**config.mk**
```make
export PLATFORM = sky130hd
export DESIGN_NAME = dow_top
export DESIGN_NICKNAME = d
export VERILOG_FILES = /design/src/hdl/dow_pkg.sv /design/src/hdl/dow_top.sv /design/src/hdl/dow_tick_gen.sv /design/src/hdl/dow_wdt_core.sv
export SDC_FILE = /design/constraint.sdc
export NUM_CORES = 1
export LEC_CHECK = 0
export ABC_CLOCK_PERIOD_IN_PS = 4400
export BUFFER_PORTS_ARGS = -buffer_cell sky130_fd_sc_hd__buf_2
export CORE_UTILIZATION = 29
export DETAILED_ROUTE_END_ITERATION = 7
export MAX_ROUTING_LAYER = met4
export SYNTH_ARGS = -nofsm -noshare
export SYNTH_HDL_FRONTEND = slang
export SYNTH_HIERARCHICAL = 1
export SYNTH_SLANG_ARGS = --single-unit
```
**constraint.sdc**
```tcl
create_clock -name clk -period 4.4 [get_ports clk]
set_input_delay 0.66 -clock clk [delete_from_list [all_inputs] [get_ports clk]]
set_output_delay 0.66 -clock clk [all_outputs]
set_load 0.005 [all_outputs]
```
**src/hdl/dow_pkg.sv**
```systemverilog
// Summary of operation
// - fifteen open-collector outputs, each switched on or off by the master.
// - on lost communication the watchdog drives every output to a safe state.
// - the safe pattern is the programmable initial value, not a constant.
// - master sets safe output pattern, watchdog interval and serial settings; power-on state is RST_INIT.
// - factory default slave address 0x01, 9600 baud, no parity, one stop.
// - watchdog counts whole seconds since last message or power-up, then fires.
// - interval 0xFFFF disables the watchdog; outputs are never forced.
// - initial value bit n is channel n state after watchdog expiry, one on, zero off.
`default_nettype none

package dow_pkg;

    // ------------------------------------------------------------------
    // sizes
    // ------------------------------------------------------------------
    localparam int CHAN_COUNT = 15;
    localparam int ADDR_W = 8;
    localparam int WDT_W = 16;

    // ------------------------------------------------------------------
    // register byte offsets
    // ------------------------------------------------------------------
    localparam logic [ADDR_W-1:0] A_OUT = 8'h00;
    localparam logic [ADDR_W-1:0] A_INIT = 8'h04;
    localparam logic [ADDR_W-1:0] A_WDT = 8'h08;
    localparam logic [ADDR_W-1:0] A_SLAVE = 8'h0C;
    localparam logic [ADDR_W-1:0] A_UART = 8'h10;
    localparam logic [ADDR_W-1:0] A_STAT = 8'h14;
    localparam logic [ADDR_W-1:0] A_IRQ_STAT = 8'h18;
    localparam logic [ADDR_W-1:0] A_IRQ_MASK = 8'h1C;

    // ------------------------------------------------------------------
    // reset values and limits
    // ------------------------------------------------------------------
    localparam logic [CHAN_COUNT-1:0] RST_INIT = 15'h0000;
    localparam logic [WDT_W-1:0] RST_WDT = 16'hFFFF;
    localparam logic [WDT_W-1:0] WDT_DISABLE = 16'hFFFF;
    localparam logic [7:0] RST_SLAVE = 8'h01;
    localparam logic [7:0] SLAVE_MIN = 8'h01;
    localparam logic [7:0] SLAVE_MAX = 8'hDF;
    localparam logic [3:0] BAUD_9600 = 4'h3;
    localparam logic [1:0] PARITY_NONE = 2'h0;
    localparam logic STOP_ONE = 1'b0;

    // ------------------------------------------------------------------
    // field layouts
    // ------------------------------------------------------------------
    typedef struct packed {
        logic stop_two;      // bit 6
        logic [1:0] parity;  // bits 5:4, 0 none 1 odd 2 even
        logic [3:0] baud;    // bits 3:0, rate code
    } dow_uart_cfg_type;

    localparam dow_uart_cfg_type RST_UART = '{
        stop_two: STOP_ONE, parity: PARITY_NONE, baud: BAUD_9600};

    typedef struct packed {
        logic [WDT_W-1:0] elapsed; // bits 31:16, whole seconds
        logic [13:0] pad;          // bits 15:2, read zero
        logic enabled;             // bit 1
        logic forced;              // bit 0
    } dow_wdt_stat_type;

    localparam int IRQ_EXPIRE = 0;
    localparam int IRQ_MSG = 1;
    localparam int IRQ_W = 2;

    localparam logic [1:0] RESP_OKAY = 2'h0;
    localparam logic [1:0] RESP_SLVERR = 2'h2;

    // ------------------------------------------------------------------
    // timebase
    // ------------------------------------------------------------------
    localparam int TIMEBASE_S = 1;
    localparam int CLK_FREQ_HZ = 250_000_000;
    localparam int CYCLES_PER_SEC = TIMEBASE_S * CLK_FREQ_HZ;

endpackage : dow_pkg

`default_nettype wire

```
**src/hdl/dow_top.sv**
```systemverilog
`default_nettype none

module dow_top #(
    parameter int unsigned CYCLES_PER_SEC = dow_pkg::CYCLES_PER_SEC
) (
    input wire logic clk,                            // 250 MHz clock
    input wire logic rst_n,                          // sync reset, low
    // axi4-lite slave
    input wire logic [dow_pkg::ADDR_W-1:0] s_axi_awaddr, // write address
    input wire logic s_axi_awvalid,                  // write addr valid
    output logic s_axi_awready,                      // write addr ready
    input wire logic [31:0] s_axi_wdata,             // write data
    input wire logic [3:0] s_axi_wstrb,              // byte enables
    input wire logic s_axi_wvalid,                   // write data valid
    output logic s_axi_wready,                       // write data ready
    output logic [1:0] s_axi_bresp,                  // write response
    output logic s_axi_bvalid,                       // response valid
    input wire logic s_axi_bready,                   // response ready
    input wire logic [dow_pkg::ADDR_W-1:0] s_axi_araddr, // read address
    input wire logic s_axi_arvalid,                  // read addr valid
    output logic s_axi_arready,                      // read addr ready
    output logic [31:0] s_axi_rdata,                 // read data
    output logic [1:0] s_axi_rresp,                  // read response
    output logic s_axi_rvalid,                       // read data valid
    input wire logic s_axi_rready,                   // read data ready
    // serial protocol engine, same clock
    input wire logic msg_valid,                      // good frame pulse
    input wire logic [7:0] msg_addr,                 // frame slave address
    // outputs
    output logic [dow_pkg::CHAN_COUNT-1:0] chan_on,  // channel state
    output logic [dow_pkg::CHAN_COUNT-1:0] chan_oe_n, // low: sinking
    output dow_pkg::dow_uart_cfg_type uart_cfg,      // serial settings
    output logic [7:0] slave_addr,                   // bus slave address
    output logic irq                                 // level interrupt
);
    import dow_pkg::*;

    // ------------------------------------------------------------------
    // helpers
    // ------------------------------------------------------------------
    function automatic logic [31:0] merge_bytes(
        input logic [31:0] old_v,
        input logic [31:0] new_v,
        input logic [3:0] strb
    );
        logic [31:0] r;
        r = old_v;
        for (int i = 0; i < 4; i++) begin
            if (strb[i]) begin
                r[i*8 +: 8] = new_v[i*8 +: 8];
            end
        end
        return r;
    endfunction : merge_bytes

    // ------------------------------------------------------------------
    // register state
    // ------------------------------------------------------------------
    logic [CHAN_COUNT-1:0] chan_q;
    logic forced_q;
    logic [CHAN_COUNT-1:0] init_q;
    logic [WDT_W-1:0] wdt_q;
    logic [7:0] slave_q;
    dow_uart_cfg_type uart_q;
    logic [IRQ_W-1:0] irq_stat_q;
    logic [IRQ_W-1:0] irq_mask_q;

    // ------------------------------------------------------------------
    // axi write channel
    // ------------------------------------------------------------------
    logic aw_held_q;
    logic [ADDR_W-1:0] awaddr_q;
    logic w_held_q;
    logic [31:0] wdata_q;
    logic [3:0] wstrb_q;
    logic bvalid_q;
    logic [1:0] bresp_q;
    logic aw_take;
    logic w_take;
    logic aw_have;
    logic w_have;
    logic wr_fire;
    logic [ADDR_W-1:0] wr_addr;
    logic [31:0] wr_data;
    logic [3:0] wr_strb;
    logic wr_hit;

    assign s_axi_awready = !aw_held_q && !bvalid_q;
    assign s_axi_wready = !w_held_q && !bvalid_q;
    assign aw_take = s_axi_awvalid && s_axi_awready;
    assign w_take = s_axi_wvalid && s_axi_wready;
    assign aw_have = aw_held_q || aw_take;
    assign w_have = w_held_q || w_take;
    assign wr_fire = aw_have && w_have && !bvalid_q;
    assign wr_addr = aw_held_q ? awaddr_q : s_axi_awaddr;
    assign wr_data = w_held_q ? wdata_q : s_axi_wdata;
    assign wr_strb = w_held_q ? wstrb_q : s_axi_wstrb;

    always_comb begin
        unique case (wr_addr)
            A_OUT, A_INIT, A_WDT, A_SLAVE, A_UART, A_STAT,
            A_IRQ_STAT, A_IRQ_MASK: wr_hit = 1'b1;
            default: wr_hit = 1'b0;
        endcase
    end

    // address and data may arrive in either order; each is parked alone
    always_ff @(posedge clk) begin
        if (!rst_n || wr_fire) begin
            aw_held_q <= 1'b0;
        end else if (aw_take) begin
            aw_held_q <= 1'b1;
        end
    end

    always_ff @(posedge clk) begin
        if (!rst_n || wr_fire) begin
            w_held_q <= 1'b0;
        end else if (w_take) begin
            w_held_q <= 1'b1;
        end
    end

    always_ff @(posedge clk) begin
        if (!rst_n) begin
            awaddr_q <= '0;
            wdata_q <= '0;
            wstrb_q <= '0;
        end else begin
            if (aw_take) begin
                awaddr_q <= s_axi_awaddr;
            end
            if (w_take) begin
                wdata_q <= s_axi_wdata;
                wstrb_q <= s_axi_wstrb;
            end
        end
    end

    always_ff @(posedge clk) begin
        if (!rst_n) begin
            bvalid_q <= 1'b0;
            bresp_q <= RESP_OKAY;
        end else if (wr_fire) begin
            bvalid_q <= 1'b1;
            bresp_q <= wr_hit ? RESP_OKAY : RESP_SLVERR;
        end else if (s_axi_bready) begin
            bvalid_q <= 1'b0;
        end
    end

    assign s_axi_bvalid = bvalid_q;
    assign s_axi_bresp = bresp_q;

    logic [31:0] wr_merged;
    logic wr_out;

    always_comb begin
        unique case (wr_addr)
            A_OUT: wr_merged = merge_bytes(32'(chan_q), wr_data, wr_strb);
            A_INIT: wr_merged = merge_bytes(32'(init_q), wr_data, wr_strb);
            A_WDT: wr_merged = merge_bytes(32'(wdt_q), wr_data, wr_strb);
            A_SLAVE: wr_merged = merge_bytes(32'(slave_q), wr_data, wr_strb);
            A_UART: wr_merged = merge_bytes(32'(uart_q), wr_data, wr_strb);
            A_IRQ_MASK:
                wr_merged = merge_bytes(32'(irq_mask_q), wr_data, wr_strb);
            default: wr_merged = merge_bytes('0, wr_data, wr_strb);
        endcase
    end

    assign wr_out = wr_fire && (wr_addr == A_OUT);

    // ------------------------------------------------------------------
    // watchdog
    // ------------------------------------------------------------------
    logic kick;
    logic sec_tick;
    logic expire;
    dow_wdt_stat_type wdt_stat;

    // any bus access or a frame for our address counts as communication
    assign kick = wr_fire || (s_axi_arvalid && s_axi_arready) ||
                  (msg_valid && msg_addr == slave_q);

    dow_tick_gen #(
        .CYCLES(CYCLES_PER_SEC)
    ) u_tick (
        .clk(clk),
        .rst_n(rst_n),
        .restart(kick),
        .tick(sec_tick)
    );

    dow_wdt_core u_wdt (
        .clk(clk),
        .rst_n(rst_n),
        .tick(sec_tick),
        .kick(kick),
        .interval(wdt_q),
        .expire(expire),
        .enabled(wdt_stat.enabled),
        .elapsed(wdt_stat.elapsed)
    );

    assign wdt_stat.forced = forced_q;
    assign wdt_stat.pad = '0;

    // ------------------------------------------------------------------
    // outputs
    // ------------------------------------------------------------------
    // an output write is itself a kick and masks expiry, so the write is never overridden
    always_ff @(posedge clk) begin
        if (!rst_n) begin
            chan_q <= RST_INIT;
            forced_q <= 1'b0;
        end else if (expire) begin
            chan_q <= init_q;
            forced_q <= 1'b1;
        end else if (wr_out) begin
            chan_q <= wr_merged[CHAN_COUNT-1:0];
            forced_q <= 1'b0;
        end
    end

    assign chan_on = chan_q;

    // open-collector stage: pulling low means the channel is on
    for (genvar g = 0; g < CHAN_COUNT; g++) begin : g_chan
        always_ff @(posedge clk) begin
            if (!rst_n) begin
                chan_oe_n[g] <= ~RST_INIT[g];
            end else begin
                chan_oe_n[g] <= ~chan_q[g];
            end
        end
    end

    // ------------------------------------------------------------------
    // configuration registers
    // ------------------------------------------------------------------
    always_ff @(posedge clk) begin
        if (!rst_n) begin
            init_q <= RST_INIT;
            wdt_q <= RST_WDT;
            uart_q <= RST_UART;
            irq_mask_q <= '0;
        end else if (wr_fire) begin
            unique case (wr_addr)
                A_INIT: init_q <= wr_merged[CHAN_COUNT-1:0];
                A_WDT: wdt_q <= wr_merged[WDT_W-1:0];
                A_UART: uart_q <= wr_merged[$bits(uart_q)-1:0];
                A_IRQ_MASK: irq_mask_q <= wr_merged[IRQ_W-1:0];
                default: ;
            endcase
        end
    end

    // addresses outside the legal range are ignored, keeping the old one
    always_ff @(posedge clk) begin
        if (!rst_n) begin
            slave_q <= RST_SLAVE;
        end else if (wr_fire && wr_addr == A_SLAVE &&
                     wr_merged[7:0] >= SLAVE_MIN &&
                     wr_merged[7:0] <= SLAVE_MAX) begin
            slave_q <= wr_merged[7:0];
        end
    end

    assign uart_cfg = uart_q;
    assign slave_addr = slave_q;

    // ------------------------------------------------------------------
    // interrupts
    // ------------------------------------------------------------------
    logic [IRQ_W-1:0] irq_set;
    logic [IRQ_W-1:0] irq_clr;

    assign irq_set = {kick, expire};
    assign irq_clr = (wr_fire && wr_addr == A_IRQ_STAT) ?
                     wr_merged[IRQ_W-1:0] : '0;

    // a new event in the clearing cycle stays set
    always_ff @(posedge clk) begin
        if (!rst_n) begin
            irq_stat_q <= '0;
        end else begin
            irq_stat_q <= (irq_stat_q & ~irq_clr) | irq_set;
        end
    end

    assign irq = |(irq_stat_q & irq_mask_q);

    // ------------------------------------------------------------------
    // axi read channel
    // ------------------------------------------------------------------
    logic rvalid_q;
    logic [31:0] rdata_q;
    logic [1:0] rresp_q;
    logic [31:0] rd_val;
    logic rd_hit;

    assign s_axi_arready = !rvalid_q;

    always_comb begin
        rd_hit = 1'b1;
        unique case (s_axi_araddr)
            A_OUT: rd_val = 32'(chan_q);
            A_INIT: rd_val = 32'(init_q);
            A_WDT: rd_val = 32'(wdt_q);
            A_SLAVE: rd_val = 32'(slave_q);
            A_UART: rd_val = 32'(uart_q);
            A_STAT: rd_val = 32'(wdt_stat);
            A_IRQ_STAT: rd_val = 32'(irq_stat_q);
            A_IRQ_MASK: rd_val = 32'(irq_mask_q);
            default: begin
                rd_val = '0;
                rd_hit = 1'b0;
            end
        endcase
    end

    always_ff @(posedge clk) begin
        if (!rst_n) begin
            rvalid_q <= 1'b0;
            rdata_q <= '0;
            rresp_q <= RESP_OKAY;
        end else if (s_axi_arvalid && s_axi_arready) begin
            rvalid_q <= 1'b1;
            rdata_q <= rd_val;
            rresp_q <= rd_hit ? RESP_OKAY : RESP_SLVERR;
        end else if (s_axi_rready) begin
            rvalid_q <= 1'b0;
        end
    end

    assign s_axi_rvalid = rvalid_q;
    assign s_axi_rdata = rdata_q;
    assign s_axi_rresp = rresp_q;

endmodule : dow_top

`default_nettype wire

```
**src/hdl/dow_tick_gen.sv**
```systemverilog
`default_nettype none

module dow_tick_gen #(
    parameter int unsigned CYCLES = 250_000_000
) (
    input wire logic clk,     // system clock
    input wire logic rst_n,   // synchronous reset, active low
    input wire logic restart, // realign the second to now
    output logic tick         // one-cycle pulse per second
);
    import dow_pkg::*;

    localparam int CW = $clog2(CYCLES);
    localparam logic [CW-1:0] LAST = CW'(CYCLES - 1);

    logic [CW-1:0] cnt_q;

    // restarting keeps the seconds whole from the last message
    always_ff @(posedge clk) begin
        if (!rst_n || restart || cnt_q == LAST) begin
            cnt_q <= '0;
        end else begin
            cnt_q <= cnt_q + 1'b1;
        end
    end

    assign tick = (cnt_q == LAST) && !restart;

endmodule : dow_tick_gen

`default_nettype wire

```
**src/hdl/dow_wdt_core.sv**
```systemverilog
`default_nettype none

module dow_wdt_core (
    input wire logic clk,                        // system clock
    input wire logic rst_n,                      // sync reset, active low
    input wire logic tick,                       // one-second pulse
    input wire logic kick,                       // message seen
    input wire logic [dow_pkg::WDT_W-1:0] interval, // seconds
    output logic expire,                         // one-cycle expiry pulse
    output logic enabled,                        // interval not disabled
    output logic [dow_pkg::WDT_W-1:0] elapsed    // seconds since message
);
    import dow_pkg::*;

    logic [WDT_W-1:0] elapsed_q;
    logic fired_q;

    assign enabled = (interval != WDT_DISABLE);
    assign elapsed = elapsed_q;

    // count saturates so a long silence never wraps into a false restart
    always_ff @(posedge clk) begin
        if (!rst_n || kick) begin
            elapsed_q <= '0;
        end else if (tick && elapsed_q != WDT_DISABLE) begin
            elapsed_q <= elapsed_q + 1'b1;
        end
    end

    // fires once per silent period
    assign expire = enabled && !fired_q && !kick &&
                    (elapsed_q >= interval);

    always_ff @(posedge clk) begin
        if (!rst_n || kick) begin
            fired_q <= 1'b0;
        end else if (expire) begin
            fired_q <= 1'b1;
        end
    end

endmodule : dow_wdt_core

`default_nettype wire

```
==> reports/results.txt <==
outcome - finished clean
# H-tree levels - 4
Pleak - 4.42 nW
EDFF count, synth - 0
Sequential Power Share - 48.1%
WS Path Type - register to register
first-pass GRT wire length - 48.6 mm
clk sinks - 190
Slew Limit Fails - 0
max-cap viol count - 0
top_reg_cell synth - dfxtp_1
Worst Path Buf+Inv - 0
Num CTS Buffers - 17
Setup crit end kind - register
RSZ-0062 raised after global routing - false
ANT cells - 0
final hold vios - 0
peak supply drop - 0.000266 V
Fill cells - 3,483
r2r worst-path depth - 8
area occupied by multi-input gates - 5510 um2
setup tns final - 0 ns
worst path required time - 4.79 ns
post-synthesis sequential area ratio - 39.0%
Worst Path Max Fanout - 19
Setup Skew - 0.0122 ns
Internal - 2.65 mW
Data arrival, critical path - 3.76 ns
layout cell share with drive strength beyond 1 - 17.6%
Yosys top cell by area - dfxtp_1
Storage cell area - 3800 um2
Synth area leaders - dfxtp_1, nand2_1, a21oi_1, nor2_1, mux2i_1
Horiz. Die Dim - 185 um
Root Driver - clkbuf_16
Top-Level Pins - 155
flops & latches, synth - 190
Levels on crit path - 8
Async SR Flop Fraction - 0%
Synth top area share - 39.0%
routability congestion estimate from global placement - 0.922
vias post-DR - 9,472
most frequent cell after synthesis - nand2_1
Synth Instances - 1,192
TritonCTS clock tree - yes
relative slew slack - 21.8%
total setup buffers inserted after CTS - 0
FP Rows - 66
clk_lat worst skew - 0.45 ns
DRT Pass-1 Iters - 8
total global-route track usage - 18.8%
PwrDens - 328 nW/um2
vias in the first global route - 8,828
endpoints failing setup - 0
Post-CTS Hold Fix Bufs - 0
synth-to-layout area growth - 16.4%
final wirelength - 31.4 mm
CTS clk-pin slew, worst paths - 0.08 ns
DIE AREA - 34,300 um2
Routed Antenna Nets - 0
minimum clock period - 3.37 ns
syn avg cell area - 8.17 um2
slew of the pin with the lowest slew margin - 1.17 ns
Gate power share - 11.0%
CP max-delay cell - dfxtp_1
Cell Area, Synth - 9740 um2
Startpoint Class - register
fmax - 297 MHz
DP Wirelength - 22.5 mm
Residual DRC - 0
First DRT Iteration DRCs - 868
GR Overflow Total - 0
Synth cell types - 77
clock network power share - 40.9%
Post-synth top cells - nand2_1, dfxtp_1, nor2_1
initial antenna violation count - 0
Tcrit/Tclk final - 76.6%
Sw Pwr - 1.07 mW
largest net degree at the start of global routing - 57
vias per cell - 5.41
Hold Path Stages - 2
Sw Ratio - 28.7%
initial core utilization - 29.7%
worst hold slack - 0.399 ns
nets - 1,381
# port buffers - 134
warnings from Yosys - 6
Avg WL per Cell - 17.9 um
die height - 185 um
Core ar. - 32,800 um2
CTS resizes - 0
Hold Crit Class - primary input to register
Cell Chain, Critical Path - nor2b_1 -> nand3b_4 -> a21oi_2 -> nand2_1 -> and3_1 -> o311ai_4 -> mux2_2 -> o21ai_1
Clock Path Buffers - 2
slowest stage delay, CP - 0.69 ns
total power - 3.72 mW
Worst path top cell family by delay - compound AO/OA/AOI/OAI gates
R2R setup slack - 1.03 ns
-- metrics by stage --
| stage | setup WS (ns) | utilization [%] | std cells | area, um2 |
|---|---|---|---|---|
| 5_1_grt | 0.810 | 34.6 | 1750 | 11300 |
| 3_5_place_dp | 0.905 | 32.9 | 1718 | 10800 |
| 3_3_place_gp | 0.918 | 32.9 | 1718 | 10800 |
| 2_1_floorplan | 1.46 | - | 1193 | 9750 |
| 6_report | 1.03 | 34.6 | 1750 | 11300 |
| 4_1_cts | 1.08 | 34.6 | 1750 | 11300 |
-- power groups by stage --
stage / Combinational, mW / Clock [mW] / Sequential [mW]
2_1_floorplan: 0.298 / 0 / 1.81
3_5_place_dp: 0.405 / 0 / 1.83
4_1_cts: 0.407 / 1.57 / 1.79
3_3_place_gp: 0.399 / 0 / 1.83
5_1_grt: 0.448 / 1.63 / 1.79
6_report: 0.409 / 1.52 / 1.79
-- sequential cells by signal, summed over array words and instances, names as in the netlist, 15 cells and up --
name,count
s_axi_rdata,32
u_tick/cnt_q,28
u_wdt/elapsed,16
wdata_q,16
wdt_q,16
chan_oe_n,15
chan_on,15
init_q,15
-- placed cells by master, fill, tap and decap left out, drive strengths merged, types with 16 or more instances in the layout --
cell type    n
nand4       24
mux2i       32
mux2        18
xor2        16
buf        149
dfxtp      190
a21oi      103
o211ai      16
nor2       124
ha          18
a22oi       28
or3         16
xnor2       17
nor3        23
o21ai       58
nand3       26
inv         38
nand2      197
clkbuf      19
-- path summary, 6_finish.rpt --
path                                    from            end
worst max-delay path               aw_held_q  slave_addr[3]
worst min-delay path            s_axi_rready   s_axi_rvalid
worst max register to register     aw_held_q  slave_addr[3]
worst min register to register   chan_on[11]  chan_oe_n[11]
-- cell families after synthesis --
| group | count (synthesis) | share of synthesized area, % |
|---|---|---|
| simple gates | 503 | 25.4 |
| compound gates | 298 | 20.3 |
| flops | 190 | 39.0 |
| buf+inv | 99 | 4.55 |
| mux | 50 | 5.37 |
| xor+xnor | 33 | 2.97 |
| fa+ha+maj | 18 | 2.31 |
| other cells | 1 | 0.0385 |
-- cell type report --
cell class                      instances  area share, %
Inverter                               33           1.09
Clock buffer                           19           3.91
Clock inverter                         13           1.10
Sequential cell                       190           33.5
Multi-Input combinational cell        904           48.6
Tap cell                              442           4.88
Timing Repair Buffer                  149           6.91
-- per-layer routing --
layer | up-vias | track usage [%] | routed length (um)
met5 | - | - | 0
met4 | 0 | 8.30 | 1020
met3 | 70 | 3.66 | 2200
met2 | 377 | 29.4 | 14300
met1 | 4517 | 23.5 | 13900
li1 | 4508 | - | -
Note: power is estimated with default switching activity, not from simulation.
